**config.mk**
```make
export PLATFORM = sky130hd
export DESIGN_NAME = pwm_softstart_core
export DESIGN_NICKNAME = d
export VERILOG_FILES = /design/src/pwm_ctrl_pkg.sv /design/src/ss_if.sv /design/src/soft_start_seq.sv /design/src/pwm_softstart_core.sv
export SDC_FILE = /design/constraint.sdc
export NUM_CORES = 1
export LEC_CHECK = 0
export BUFFER_PORTS_ARGS = -buffer_cell sky130_fd_sc_hd__buf_2
export CAP_MARGIN = 30
export CORE_MARGIN = 2
export CORE_UTILIZATION = 40
export DETAILED_ROUTE_END_ITERATION = 10
export MAX_ROUTING_LAYER = met4
export PLACE_DENSITY = 0.61
export SLEW_MARGIN = 10
export SYNTH_ARGS = -nofsm -noshare
export SYNTH_HDL_FRONTEND = slang
export SYNTH_SLANG_ARGS = --single-unit
export TNS_END_PERCENT = 50
```
**constraint.sdc**
```tcl
create_clock -name clk_i -period 13.02 [get_ports clk_i]
set_clock_uncertainty 0.1 [all_clocks]
set_input_delay 2.604 -clock clk_i [delete_from_list [all_inputs] [get_ports clk_i]]
set_output_delay 2.604 -clock clk_i [all_outputs]
set_load 0.1 [all_outputs]
```
**src/pwm_ctrl_pkg.sv**
```systemverilog
/*
 * Shared constants and types for the offline PWM soft-start controller.
 * Assumes a single 250 MHz reference clock for all timing.
 */
`default_nettype none
package pwm_ctrl_pkg;
  localparam int unsigned CLK_MHZ = 250;
  localparam int unsigned CLK_PERIOD_NS = 4;
  // Soft start
  localparam int unsigned SS_STEPS = 32;
  localparam int unsigned SS_LVL_W = 5;
  localparam int unsigned SS_STEP_US = 600;
  localparam int unsigned SS_STEP_CYC = SS_STEP_US * CLK_MHZ;
  localparam int unsigned SS_TIME_MS = 20;
  localparam int unsigned SS_TIME_CYC = SS_TIME_MS * 1000 * CLK_MHZ;
  // Control unit blanking
  localparam int unsigned BLANK_MS = 20;
  localparam int unsigned BLANK_CYC = BLANK_MS * 1000 * CLK_MHZ;
  localparam int unsigned CNT_W = 24;
  // Oscillator and jitter
  localparam int unsigned FSW_HZ = 65000;
  localparam int unsigned FJIT_HZ = 2600;
  localparam int unsigned PER_W = 13;
  localparam int unsigned PER_NOM_CYC = CLK_MHZ * 1000000 / FSW_HZ;
  localparam int unsigned PER_MIN_CYC = CLK_MHZ * 1000000 / (FSW_HZ + FJIT_HZ);
  localparam int unsigned JIT_DEV_CYC = PER_NOM_CYC - PER_MIN_CYC;
  localparam int unsigned JIT_SWEEP_MS = 4;
  localparam int unsigned JIT_SWEEP_CYC = JIT_SWEEP_MS * 1000 * CLK_MHZ;
  localparam int unsigned JIT_STEP_CYC = JIT_SWEEP_CYC / (4 * JIT_DEV_CYC);
  localparam int unsigned JIT_CNT_W = 12;
  // Maximum duty 0.75 as 3/4
  localparam int unsigned DUTY_NUM = 3;
  localparam int unsigned DUTY_SHIFT = 2;
  // Leading edge blanking, rounded up
  localparam int unsigned LEB_NS = 220;
  localparam int unsigned LEB_CYC = (LEB_NS + CLK_PERIOD_NS - 1) / CLK_PERIOD_NS;
  // Synchronised level inputs: fb low, fb high, ba charged
  localparam int unsigned NSYNC = 3;
  localparam int unsigned NBLANK = 2;

  typedef enum logic [1:0] {SS_OFF, SS_RUN, SS_END} ss_state_t;
  typedef enum logic {JIT_UP, JIT_DOWN} jit_dir_t;
endpackage
`default_nettype wire

```
**src/ss_if.sv**
```systemverilog
/*
 * Carrier between the soft-start sequencer and the PWM core.
 * Assumes both ends share clk_i.
 */
`timescale 1ns/10ps
`default_nettype none
interface ss_if;
  import pwm_ctrl_pkg::*;
  logic active;
  logic done;
  logic [SS_LVL_W-1:0] level;
  modport seq (output active, output done, output level);
  modport core (input active, input done, input level);
endinterface
`default_nettype wire

```
**src/soft_start_seq.sv**
```systemverilog
/*
 * Soft-start sequencer: 32-step level counter and 20 ms completion timer.
 * Assumes supply_on_i is synchronous and low whenever the supply is below switch-off.
 */
`timescale 1ns/10ps
`default_nettype none
module soft_start_seq
  import pwm_ctrl_pkg::*;
#(
  parameter int unsigned STEP_CYC = SS_STEP_CYC,
  parameter int unsigned DONE_CYC = SS_TIME_CYC
) (
  input wire logic clk_i,
  input wire logic arst_n_i,
  input wire logic supply_on_i,
  ss_if.seq ss
);
  ss_state_t state_q, state_d;
  logic [CNT_W-1:0] time_q;
  logic [CNT_W-1:0] step_q;
  logic [SS_LVL_W-1:0] level_q;
  logic step_end_w, time_end_w, lvl_max_w;

  assign step_end_w = (step_q == CNT_W'(STEP_CYC - 1));
  assign time_end_w = (time_q == CNT_W'(DONE_CYC - 1));
  assign lvl_max_w = (level_q == SS_LVL_W'(SS_STEPS - 1));

  always_comb begin
    state_d = state_q;
    case (state_q)
      SS_OFF: if (supply_on_i) state_d = SS_RUN; // see (RQ1)
      SS_RUN: if (time_end_w) state_d = SS_END; // see (RQ4)
      default: state_d = state_q;
    endcase
    if (!supply_on_i) begin
      state_d = SS_OFF; // see (RQ18) see (RQ6)
    end
  end

  always_ff @(posedge clk_i or negedge arst_n_i) begin
    if (!arst_n_i) begin
      state_q <= SS_OFF;
      time_q <= '0;
      step_q <= '0;
      level_q <= '0;
    end else begin
      state_q <= state_d;
      if (state_q != SS_RUN || !supply_on_i) begin
        time_q <= '0;
        step_q <= '0;
        if (!supply_on_i) begin
          level_q <= '0; // see (RQ18)
        end
      end else begin
        time_q <= time_q + CNT_W'(1);
        step_q <= step_end_w ? '0 : step_q + CNT_W'(1);
        if (step_end_w && !lvl_max_w) begin
          level_q <= level_q + SS_LVL_W'(1); // see (RQ2) see (RQ3)
        end
      end
    end
  end

  assign ss.active = (state_q == SS_RUN);
  assign ss.done = (state_q == SS_END); // see (RQ4)
  assign ss.level = level_q;
endmodule
`default_nettype wire

```
**src/pwm_softstart_core.sv**
```systemverilog
/*
 * Current-mode PWM control core: oscillator with jitter and duty limit,
 * PWM set/reset latch with leading edge blanking, soft start and blanking timers.
 * Assumes comparator results from the analog front end; latch resets act
 * combinationally on gate_o, timers use synchronised copies.
 */
// Operation
// (RQ1) Start soft start once supply rises above its switch-on threshold.
// (RQ2) Soft-start level rises in thirty-two counted discrete steps.
// (RQ3) Counter advances one step every 600 us, widening permitted duty.
// (RQ4) Soft start completes 20 ms after switch-on; sink then disabled.
// (RQ5) Permitted on-time grows monotonically from zero to maximum duty.
// (RQ6) Soft start reruns on every auto-restart attempt.
// (RQ7) Oscillator runs at 65 kHz, one latch set per period.
// (RQ8) Normal operation sweeps frequency +/-2.6 kHz over a 4 ms period.
// (RQ9) Jitter stays off during soft start, enabled once it has ended.
// (RQ10) Every on-time ends by 0.75 of the switching period.
// (RQ11) Latch set per oscillator pulse, reset by feedback, soft-start or limit.
// (RQ12) Latch in reset forces gate off immediately.
// (RQ13) Sense current over threshold resets latch, ending the pulse.
// (RQ14) Ignore current sense for 220 ns after each turn-on.
// (RQ15) In burst mode the reduced 0.34 V limit comparison is enabled.
// (RQ16) Burst and auto-restart entry need condition held for 20 ms.
// (RQ17) Auto-restart blanking extends by external delay on the adjust pin.
// (RQ18) Supply below switch-off resets soft start to zero.
// (RQ19) All intervals derive from counting one reference clock.
// (RQ20) Comparators asynchronous: latch resets combinational, counters synchronised.
`timescale 1ns/10ps
`default_nettype none
module pwm_softstart_core
  import pwm_ctrl_pkg::*;
#(
  parameter int unsigned SS_STEP_CYCLES = SS_STEP_CYC,
  parameter int unsigned SS_DONE_CYCLES = SS_TIME_CYC,
  parameter int unsigned BLANK_CYCLES = BLANK_CYC
) (
  input wire logic clk_i,
  input wire logic arst_n_i,
  input wire logic supply_on_i,
  input wire logic fb_cmp_i,
  input wire logic ss_cmp_i,
  input wire logic peak_cmp_i,
  input wire logic burst_cmp_i,
  input wire logic burst_mode_i,
  input wire logic fb_low_i,
  input wire logic fb_high_i,
  input wire logic ba_charged_i,
  output logic gate_o,
  output logic [SS_LVL_W-1:0] soft_start_level_o,
  output logic ss_sink_en_o,
  output logic jitter_on_o,
  output logic burst_entry_o,
  output logic ba_release_o,
  output logic auto_restart_o
);
  // Scale a full-duty limit by the soft-start level over 32
  function automatic logic [PER_W-1:0] ss_scale(input logic [PER_W-1:0] lim,
                                                input logic [SS_LVL_W-1:0] lvl);
    logic [PER_W+SS_LVL_W-1:0] prod;
    prod = (PER_W + SS_LVL_W)'(lim) * (PER_W + SS_LVL_W)'(lvl);
    return prod[PER_W+SS_LVL_W-1:SS_LVL_W];
  endfunction

  ss_if ss ();

  soft_start_seq #(
    .STEP_CYC(SS_STEP_CYCLES),
    .DONE_CYC(SS_DONE_CYCLES)
  ) u_seq (
    .clk_i(clk_i),
    .arst_n_i(arst_n_i),
    .supply_on_i(supply_on_i),
    .ss(ss)
  );

  // Two-stage synchronisers for counted comparator levels
  logic [NSYNC-1:0] sync1_q, sync2_q, raw_w;
  assign raw_w = {ba_charged_i, fb_high_i, fb_low_i};

  always_ff @(posedge clk_i or negedge arst_n_i) begin
    if (!arst_n_i) begin
      sync1_q <= '0;
      sync2_q <= '0;
    end else begin
      sync1_q <= raw_w; // see (RQ20)
      sync2_q <= sync1_q;
    end
  end

  // Oscillator with triangular period jitter
  logic [PER_W-1:0] per_cnt_q, period_q, max_on_q, jit_pos_q;
  logic [PER_W-1:0] period_w, full_on_w, on_lim_w;
  logic [PER_W+1:0] full_x3_w;
  logic [JIT_CNT_W-1:0] jit_tick_q;
  jit_dir_t jit_dir_q;
  logic jit_en_q, wrap_w, jit_step_w, jit_top_w, jit_bot_w;

  assign wrap_w = (per_cnt_q >= period_q - PER_W'(1));
  assign period_w = PER_W'(PER_MIN_CYC) + jit_pos_q; // see (RQ8)
  assign full_x3_w = (PER_W + 2)'(period_w) * (PER_W + 2)'(DUTY_NUM);
  assign full_on_w = full_x3_w[PER_W+DUTY_SHIFT-1:DUTY_SHIFT]; // see (RQ10)
  assign on_lim_w = ss.done ? full_on_w : ss_scale(full_on_w, ss.level); // see (RQ5)
  assign jit_step_w = (jit_tick_q == JIT_CNT_W'(JIT_STEP_CYC - 1));
  assign jit_top_w = (jit_pos_q >= PER_W'(2 * JIT_DEV_CYC));
  assign jit_bot_w = (jit_pos_q == '0);

  always_ff @(posedge clk_i or negedge arst_n_i) begin
    if (!arst_n_i) begin
      per_cnt_q <= '0;
      period_q <= PER_W'(PER_NOM_CYC);
      max_on_q <= '0;
    end else if (wrap_w) begin
      per_cnt_q <= '0; // see (RQ7) see (RQ19)
      period_q <= period_w;
      max_on_q <= on_lim_w;
    end else begin
      per_cnt_q <= per_cnt_q + PER_W'(1);
    end
  end

  always_ff @(posedge clk_i or negedge arst_n_i) begin
    if (!arst_n_i) begin
      jit_en_q <= 1'b0;
      jit_tick_q <= '0;
      jit_pos_q <= PER_W'(JIT_DEV_CYC);
      jit_dir_q <= JIT_UP;
    end else begin
      jit_en_q <= ss.done; // see (RQ9)
      if (!jit_en_q) begin
        jit_tick_q <= '0;
        jit_pos_q <= PER_W'(JIT_DEV_CYC);
        jit_dir_q <= JIT_UP;
      end else begin
        jit_tick_q <= jit_step_w ? '0 : jit_tick_q + JIT_CNT_W'(1);
        if (jit_step_w) begin
          if (jit_dir_q == JIT_UP) begin
            jit_pos_q <= jit_top_w ? jit_pos_q - PER_W'(1) : jit_pos_q + PER_W'(1);
            jit_dir_q <= jit_top_w ? JIT_DOWN : JIT_UP;
          end else begin
            jit_pos_q <= jit_bot_w ? jit_pos_q + PER_W'(1) : jit_pos_q - PER_W'(1);
            jit_dir_q <= jit_bot_w ? JIT_UP : JIT_DOWN;
          end
        end
      end
    end
  end

  // PWM latch and reset terms
  logic latch_q, run_w, blank_w, lim_trip_w, cs_trip_w, fb_trip_w, ss_trip_w, rst_w;
  logic auto_restart_q;

  assign run_w = (ss.active || ss.done) && !auto_restart_q;
  assign blank_w = (per_cnt_q < PER_W'(LEB_CYC)); // see (RQ14)
  assign lim_trip_w = (per_cnt_q >= max_on_q); // see (RQ10) see (RQ5)
  assign cs_trip_w = !blank_w && (peak_cmp_i || (burst_mode_i && burst_cmp_i)); // see (RQ13) see (RQ15)
  assign fb_trip_w = !blank_w && fb_cmp_i;
  assign ss_trip_w = ss.active && ss_cmp_i;
  assign rst_w = fb_trip_w || ss_trip_w || cs_trip_w || lim_trip_w || !run_w; // see (RQ11)

  always_ff @(posedge clk_i or negedge arst_n_i) begin
    if (!arst_n_i) begin
      latch_q <= 1'b0;
    end else if (wrap_w && run_w) begin
      latch_q <= 1'b1; // see (RQ11)
    end else if (rst_w) begin
      latch_q <= 1'b0;
    end
  end

  // Gate off at once on any reset term, no clock edge needed
  assign gate_o = latch_q && !rst_w; // see (RQ12) see (RQ20)

  // 20 ms blanking timers: 0 burst entry, 1 overload
  logic [NBLANK-1:0] blank_cond_w, blank_exp_w;
  assign blank_cond_w = {sync2_q[1], sync2_q[0]} & {NBLANK{run_w}};

  for (genvar i = 0; i < NBLANK; i++) begin : g_blank
    logic [CNT_W-1:0] cnt_q;
    assign blank_exp_w[i] = (cnt_q == CNT_W'(BLANK_CYCLES));
    always_ff @(posedge clk_i or negedge arst_n_i) begin
      if (!arst_n_i) begin
        cnt_q <= '0;
      end else if (!blank_cond_w[i]) begin
        cnt_q <= '0; // see (RQ16)
      end else if (!blank_exp_w[i]) begin
        cnt_q <= cnt_q + CNT_W'(1);
      end
    end
  end

  logic burst_entry_q, ba_release_q, sink_en_q, jit_out_q;
  logic [SS_LVL_W-1:0] level_out_q;

  always_ff @(posedge clk_i or negedge arst_n_i) begin
    if (!arst_n_i) begin
      burst_entry_q <= 1'b0;
      ba_release_q <= 1'b0;
      auto_restart_q <= 1'b0;
      sink_en_q <= 1'b0;
      jit_out_q <= 1'b0;
      level_out_q <= '0;
    end else begin
      burst_entry_q <= blank_exp_w[0]; // see (RQ16)
      ba_release_q <= blank_exp_w[1]; // see (RQ17)
      if (blank_exp_w[1] && sync2_q[2]) begin
        auto_restart_q <= 1'b1; // see (RQ17)
      end else if (!supply_on_i) begin
        auto_restart_q <= 1'b0; // see (RQ6)
      end
      sink_en_q <= ss.active; // see (RQ4)
      jit_out_q <= jit_en_q;
      level_out_q <= ss.level;
    end
  end

  assign soft_start_level_o = level_out_q;
  assign ss_sink_en_o = sink_en_q;
  assign jitter_on_o = jit_out_q;
  assign burst_entry_o = burst_entry_q;
  assign ba_release_o = ba_release_q;
  assign auto_restart_o = auto_restart_q;
endmodule
`default_nettype wire

```
Word level (Yosys, flattened, before mapping)
Index checks and enable logic that the tools add are counted.

Bits in registers: 186. Input bits: 11. Output and inout port bits: 11. Word-level logic and storage cells: 115.

Add/subtract/negate cells: 11. Multipliers: 2. Order comparisons: 4. Equality and inequality tests: 16. Mux-type cells: 31. Bitwise operators: 1. Reductions and logical operators: 28.

Operator list (count): $mux 24 (7); $add 24x1->24 const B (4); $mux 13 (7); $eq 24x23->1 const B (3); $add 13x1->13 const B (2); $ge 13x13->1 (2); $sub 13x1->13 const B (2); $eq 24x18->1 const B (1); $mux 12 (2); $mul 13x5->18 (1); $mul 13x2->15 const B (1); $mux 5 (3); $add 12x13->13 const A (1); $ge 13x9->1 const B (1); $logic_not 13->1 (1); $lt 13x6->1 const B (1); $add 12x1->12 const B (1); $eq 12x11->1 const B (1); $logic_and 1x1->1 (9); $mux 1 (9); $logic_or 1x1->1 (7); $logic_not 1->1 (6); $ne 2x1->1 const B (3); $ne 2x2->1 const B (3); 12 further kinds (15).

Depth between registers and ports, before layout
Word-level depth: 9. Mapped depth: 27. Depth with buffers taken out: 26.

Modules after synthesis
Synthesis repeated with hierarchy kept, for this count alone.

Cells, all modules: 1354. Area, all modules: 12485.7 µm².

By module, submodules not included: pwm_softstart_core (instances 1, cells an instance 1058, area each 9635.5 µm², sequential area each 3289.4 µm²); soft_start_seq (instances 1, cells an instance 296, area each 2850.2 µm², sequential area each 1376.3 µm²).

Least setup slack after synthesis
Ideal clock, no wire load.

Path kind: flip-flop to flip-flop. Start: reg jit_pos_q[1]. End: reg max_on_q[10]. Library setup time: 0.137 ns. Arrival: 6.451 ns. Data required time: 12.783 ns. Setup slack: 6.332 ns. Stages on the path, launching flop included: 27. Buffers on the path: 2. Clock period less this slack: 6.688 ns. Cell sequence: dfrtp_1 buf_2 buf_2 inv_1 ha_1 ha_1 a21boi_1 o21ai_0 a22oi_2 or3_1 a21oi_1 xnor2_1 and2_1 fa_1 fa_1 inv_1 fa_1 inv_1 ha_1 a21o_1 a21o_1 a21oi_1 nand2_1 o221ai_1 mux2_1 a2111oi_2 a21oi_1.

Cells in the longest elaborated chain, start to end: 4.

Ends and longest elaborated chain: start: declaration (line pwm_softstart_core.sv:91) `logic [PER_W-1:0] per_cnt_q, period_q, max_on_q, jit_pos_q;`; start signal: assignment (line pwm_softstart_core.sv:125) `jit_pos_q <= PER_W'(JIT_DEV_CYC);`; start signal: assignment (line pwm_softstart_core.sv:131) `jit_pos_q <= PER_W'(JIT_DEV_CYC);`; start signal: assignment (line pwm_softstart_core.sv:137) `jit_pos_q <= jit_top_w ? jit_pos_q - PER_W'(1) : jit_pos_q + PER_W'(1);`; $add 12x13->13 (*) (line pwm_softstart_core.sv:99) `assign period_w = PER_W'(PER_MIN_CYC) + jit_pos_q;`; net period_w[1] (line pwm_softstart_core.sv:92) `logic [PER_W-1:0] period_w, full_on_w, on_lim_w;`; $mul 13x2->15 (*) (line pwm_softstart_core.sv:100) `assign full_x3_w = (PER_W + 2)'(period_w) * (PER_W + 2)'(DUTY_NUM);`; $mul 13x5->18 (line pwm_softstart_core.sv:60) `prod = (PER_W + SS_LVL_W)'(lim) * (PER_W + SS_LVL_W)'(lvl);`; $mux 13 (*) (line pwm_softstart_core.sv:102) `assign on_lim_w = ss.done ? full_on_w : ss_scale(full_on_w, ss.level);`; end signal: assignment (line pwm_softstart_core.sv:115) `max_on_q <= on_lim_w;`; end: declaration (line pwm_softstart_core.sv:91).

The timed path passes the listed nets; every way through them passes the cells marked *. A chain may end at the register's enable or synchronous reset.

Worst setup path in the final report
Start: reg jit_pos_q[1]. End: reg max_on_q[12].

The elaborated chain is that of the path after synthesis.

==> flow_metrics.py <==
metrics = {
    "yosys": {
        "synthSimpleGateAreaFrac_pct": 23.36,
        "synthDistinctLibCells": 83,
        "synth-compound-area-share_pct": 9.318,
        "yosysTopAreaCellShare_pct": 35.02,
        "yosys.area.top_type": "dfrtp_1",
        "yosys_most_used_dff": "dfrtp_1",
        "synth-seq-cells": 186,
        "synth_edf_count": 0,
        "seq_area_frac_synth_pct": 36.89,
        "synthTopCellsByArea": "dfrtp_1 (35%), ha_1 (8.4%), xor2_1 (5.7%)",
        "yosys_warnings": 0,
        "synth-xor-area-share_pct": 10.84,
        "async_reset_ff_share_pct": 100.0,
        "synth_fa_ha_area_share_pct": 13.47,
        "synthCells": 1382,
        "syn_nets": 1510,
        "synth.avg_cell_area_sq_um": 9.152,
        "synth_top_family_by_area": "simple AND/OR/NAND/NOR gates",
        "muxShareOfSynthArea_pct": 1.523,
        "netlist_area_sq_mm": 0.01265,
    },
    "outcome": {
        "outcome": "completed",
    },
    "cts": {
        "cts_tree": "done",
        "hold_buffers": 0,
        "cts-root-buf": "clkbuf_16",
        "htreeDepth": 4,
        "cts.sinks": 186,
        "clock_latency_ns": 0.44,
        "clockBufferDepth": 2,
        "clk_pin_slew_ns": 0.09,
        "cts-buffers-inserted": 17,
        "cts-resized-gates": 0,
        "cts_setup_buffers": 0,
    },
    "drt": {
        "drt_iter0_drc": 467,
        "wl_microns": 26600,
        "route.met2.wl_microns": 11950,
        "viasPerCell": 5.190,
        "vias": 9332,
        "drtAntennaViolNets": 0,
        "wirelength_met1_microns": 13560,
        "routed-wl-met3_microns": 760,
        "top_layer_used": "met4",
        "drc": 0,
        "wl_per_cell_microns": 14.79,
        "dr.pass1.iters": 5,
    },
    "setup_path": {
        "cp-startpoint": "jit_pos_q[1]$_DFFE_PN0P_",
        "path_depth": 23,
        "rr_worst_depth": 23,
        "crit_buf_inv": 3,
        "r2r_end": "max_on_q[12]$_DFFE_PN0N_",
        "r2r_setup_slack_ns": 5.49,
        "crit_chain": "ha_1 > a2111oi_1 > nor2_1 > nor3_1 > xnor2_1 > inv_1 > ha_1 > nor2b_1 > a311o_1 > xor2_1 > and2_1 > fa_1 > fa_1 > inv_1 > fa_1 > inv_1 > ha_1 > nand4_1 > a2111oi_0 > nor3_2 > o21bai_1 > nor4b_1 > or3_1",
        "crit_family": "adder cells",
        "max_stage_delay_ns": 0.63,
        "slowest_stage": "dfrtp_1",
        "arrival_ns": 7.75,
        "required_ns": 13.23,
        "path_class": "reg -> reg",
        "crit_path_end": "max_on_q[12]$_DFFE_PN0N_",
        "end_kind": "register",
        "path_max_fanout": 20,
        "start_kind": "register",
        "rr_startpoint": "jit_pos_q[1]$_DFFE_PN0P_",
    },
    "pwr": {
        "internal_power_uw": 852.7,
        "powerDensity_mw_per_mm2": 83.43,
        "swShare_pct": 26.01,
        "p_leak_nw": 6.197,
        "vdd_drop_max_mv": 0.09794,
        "comb_power_share_pct": 3.1,
        "p_sw_uw": 299.8,
        "p_clk_share_pct": 46.4,
        "p_seq_share_pct": 50.5,
    },
    "cells_and_area": {
        "area.growth.synth_to_final_pct": 9.220,
        "layout.cells.non_filler": 1798,
        "drive_gt1_share_pct": 7.521,
        "final_nets": 1511,
        "layout_common_cells": "dfrtp_1 (177), nor2_1 (171), nand2_1 (111), inv_1 (96), ha_1 (85)",
        "final_common_cell": "dfrtp_1",
        "antennaDiodeCount": 0,
    },
    "global_routing": {
        "antenna_found_initial": 0,
        "grt_max_degree": 77,
        "grt_pass1_vias": 9389,
        "grt_pass1_wl_microns": 46510,
        "overflow": 0,
        "grtUsageTotal_pct": 17.46,
    },
    "floorplanning": {
        "core_area_sq_mm": 0.03131,
        "ios": 22,
        "rows": 65,
        "die_area_sq_mm": 0.03306,
        "dieWidth_microns": 181.8,
        "initial_core_util_pct": 40.40,
        "die_h_microns": 181.8,
    },
    "flow_run": {
        "max-cap-violations": 0,
    },
    "min_path": {
        "hp-class": "reg -> reg",
    },
    "placement": {
        "routabilityCongestion": 0.8557,
        "dp.cells": 1762,
        "port_buffers": 21,
        "dpl.hpwl_microns": 18970,
    },
    "timing": {
        "setup_viol": 0,
        "worst_pin_slew_ns": 0.8654,
        "tns_ns": 0,
        "finalHoldViolCount": 0,
        "fin_crit_ns": 7.535,
        "final-max-slew-violation-count": 0,
        "fin_crit_sh_pct": 57.87,
        "fmaxAchievable_mhz": 132.7,
        "relSlewSlack_pct": 42.14,
        "rsz0062_at_grt": "no",
    },
}
## logic make-up after synthesis
family / Yosys count
and+or+nand+nor: 588
DFF: 186
AOI/OAI and AO/OA: 172
xor gates and xnor gates: 154
buffers and inverters: 147
adders and majority gates: 117
muxes: 18
## stage by stage
step | hold slack [ns] | cell area [sq um] | setup slack, ns | utilization, % | total power [mW]
floorplan | 0.2312 | 12650 | 6.332 | - | 0.6076
global placement | 0.2386 | 13100 | 5.713 | 41.83 | 0.6276
finish | 0.2531 | 13810 | 5.485 | 44.12 | 1.153
detailed placement | 0.2347 | 13100 | 5.554 | 41.83 | 0.6280
global route | 0.2613 | 13810 | 4.799 | 44.12 | 1.198
CTS | 0.2543 | 13720 | 5.520 | 43.81 | 1.166
## registers in the layout (all words and copies together), names as in the netlist, 2 cells and up
name and count:
g_blank.cnt_q 48, u_seq.state_q 2, period_q 13, jit_pos_q 13, u_seq.time_q 24, jit_tick_q 12
soft_start_level_o 5, sync2_q 3, u_seq.step_q 24, sync1_q 3, max_on_q 13, per_cnt_q 13
u_seq.ss.level 5
## worst reg2reg max path, delay by kind of cell (launching register included)
kind	cells	cell delay [ns]
AOI/OAI and AO/OA	4	1.62
xor gates and xnor gates	2	0.72
adders and majority gates	6	2.69
buffers and inverters	3	0.22
DFF	1	0.63
and+or+nand+nor	8	1.39
## final cells by class
class / instances / area, sq um
multi-input cells: 1049 / 7402
flip-flops and latches: 186 / 4666
fillers: 3000 / 17500
clock inverters: 15 / 192.7
well taps: 402 / 503.0
clock buffers: 17 / 425.4
inverters: 98 / 369.1
repair buffers: 31 / 256.5
## worst min-delay path by stage
stage / endpoint / cells after the start / slack, ns / from
6_report: sync2_q[1]$_DFF_PN0_ / 0 / 0.25 / sync1_q[1]$_DFF_PN0_
5_1_grt: sync2_q[1]$_DFF_PN0_ / 0 / 0.26 / sync1_q[1]$_DFF_PN0_
4_1_cts: sync2_q[1]$_DFF_PN0_ / 0 / 0.25 / sync1_q[1]$_DFF_PN0_
3_5_place_dp: sync2_q[1]$_DFF_PN0_ / 0 / 0.23 / sync1_q[1]$_DFF_PN0_
3_3_place_gp: sync2_q[2]$_DFF_PN0_ / 0 / 0.24 / sync1_q[2]$_DFF_PN0_
2_1_floorplan: sync2_q[0]$_DFF_PN0_ / 0 / 0.23 / sync1_q[0]$_DFF_PN0_
## cells in the mapped netlist, types with 3 or more instances
cell type,n
nor3_1,26
xnor2_1,68
o21ai_0,35
nand3_1,70
nor3b_1,7
mux2i_1,8
o22ai_1,4
inv_1,96
buf_1,4
and2_1,57
a211oi_1,4
and4_1,10
nand2b_1,7
nor4b_1,8
a21oi_1,48
o21a_1,7
xor2_1,83
nor4_1,11
clkbuf_1,30
nand2_1,111
dfstp_2,9
buf_2,11
a21o_1,12
buf_4,4
ha_1,85
a31oi_1,9
nor2_1,171
or3_1,29
o221ai_1,3
a2111oi_0,3
nor2b_1,9
nand3b_1,4
dfrtp_1,177
fa_1,32
a22o_1,3
mux2_2,9
and3b_1,3
nand4_1,22
o211ai_1,3
o21ai_1,4
a21boi_0,4
or4_1,3
and3_1,30
## power by group through the flow
stage / combinational [mW] / clock (mW) / sequential, mW
2_1_floorplan: 0.0117 / 0 / 0.596
3_3_place_gp: 0.0342 / 0 / 0.593
3_5_place_dp: 0.0346 / 0 / 0.593
4_1_cts: 0.0346 / 0.549 / 0.582
5_1_grt: 0.0409 / 0.575 / 0.583
6_report: 0.0354 / 0.535 / 0.582
## routing by layer
metal | vias up | GRT usage, %
li1 | 4691 | -
met1 | 4508 | 24.31
met2 | 113 | 26.84
met3 | 20 | 2.607
met4 | 0 | 4.260
met5 | - | -
(Power assumes the default switching activity.)
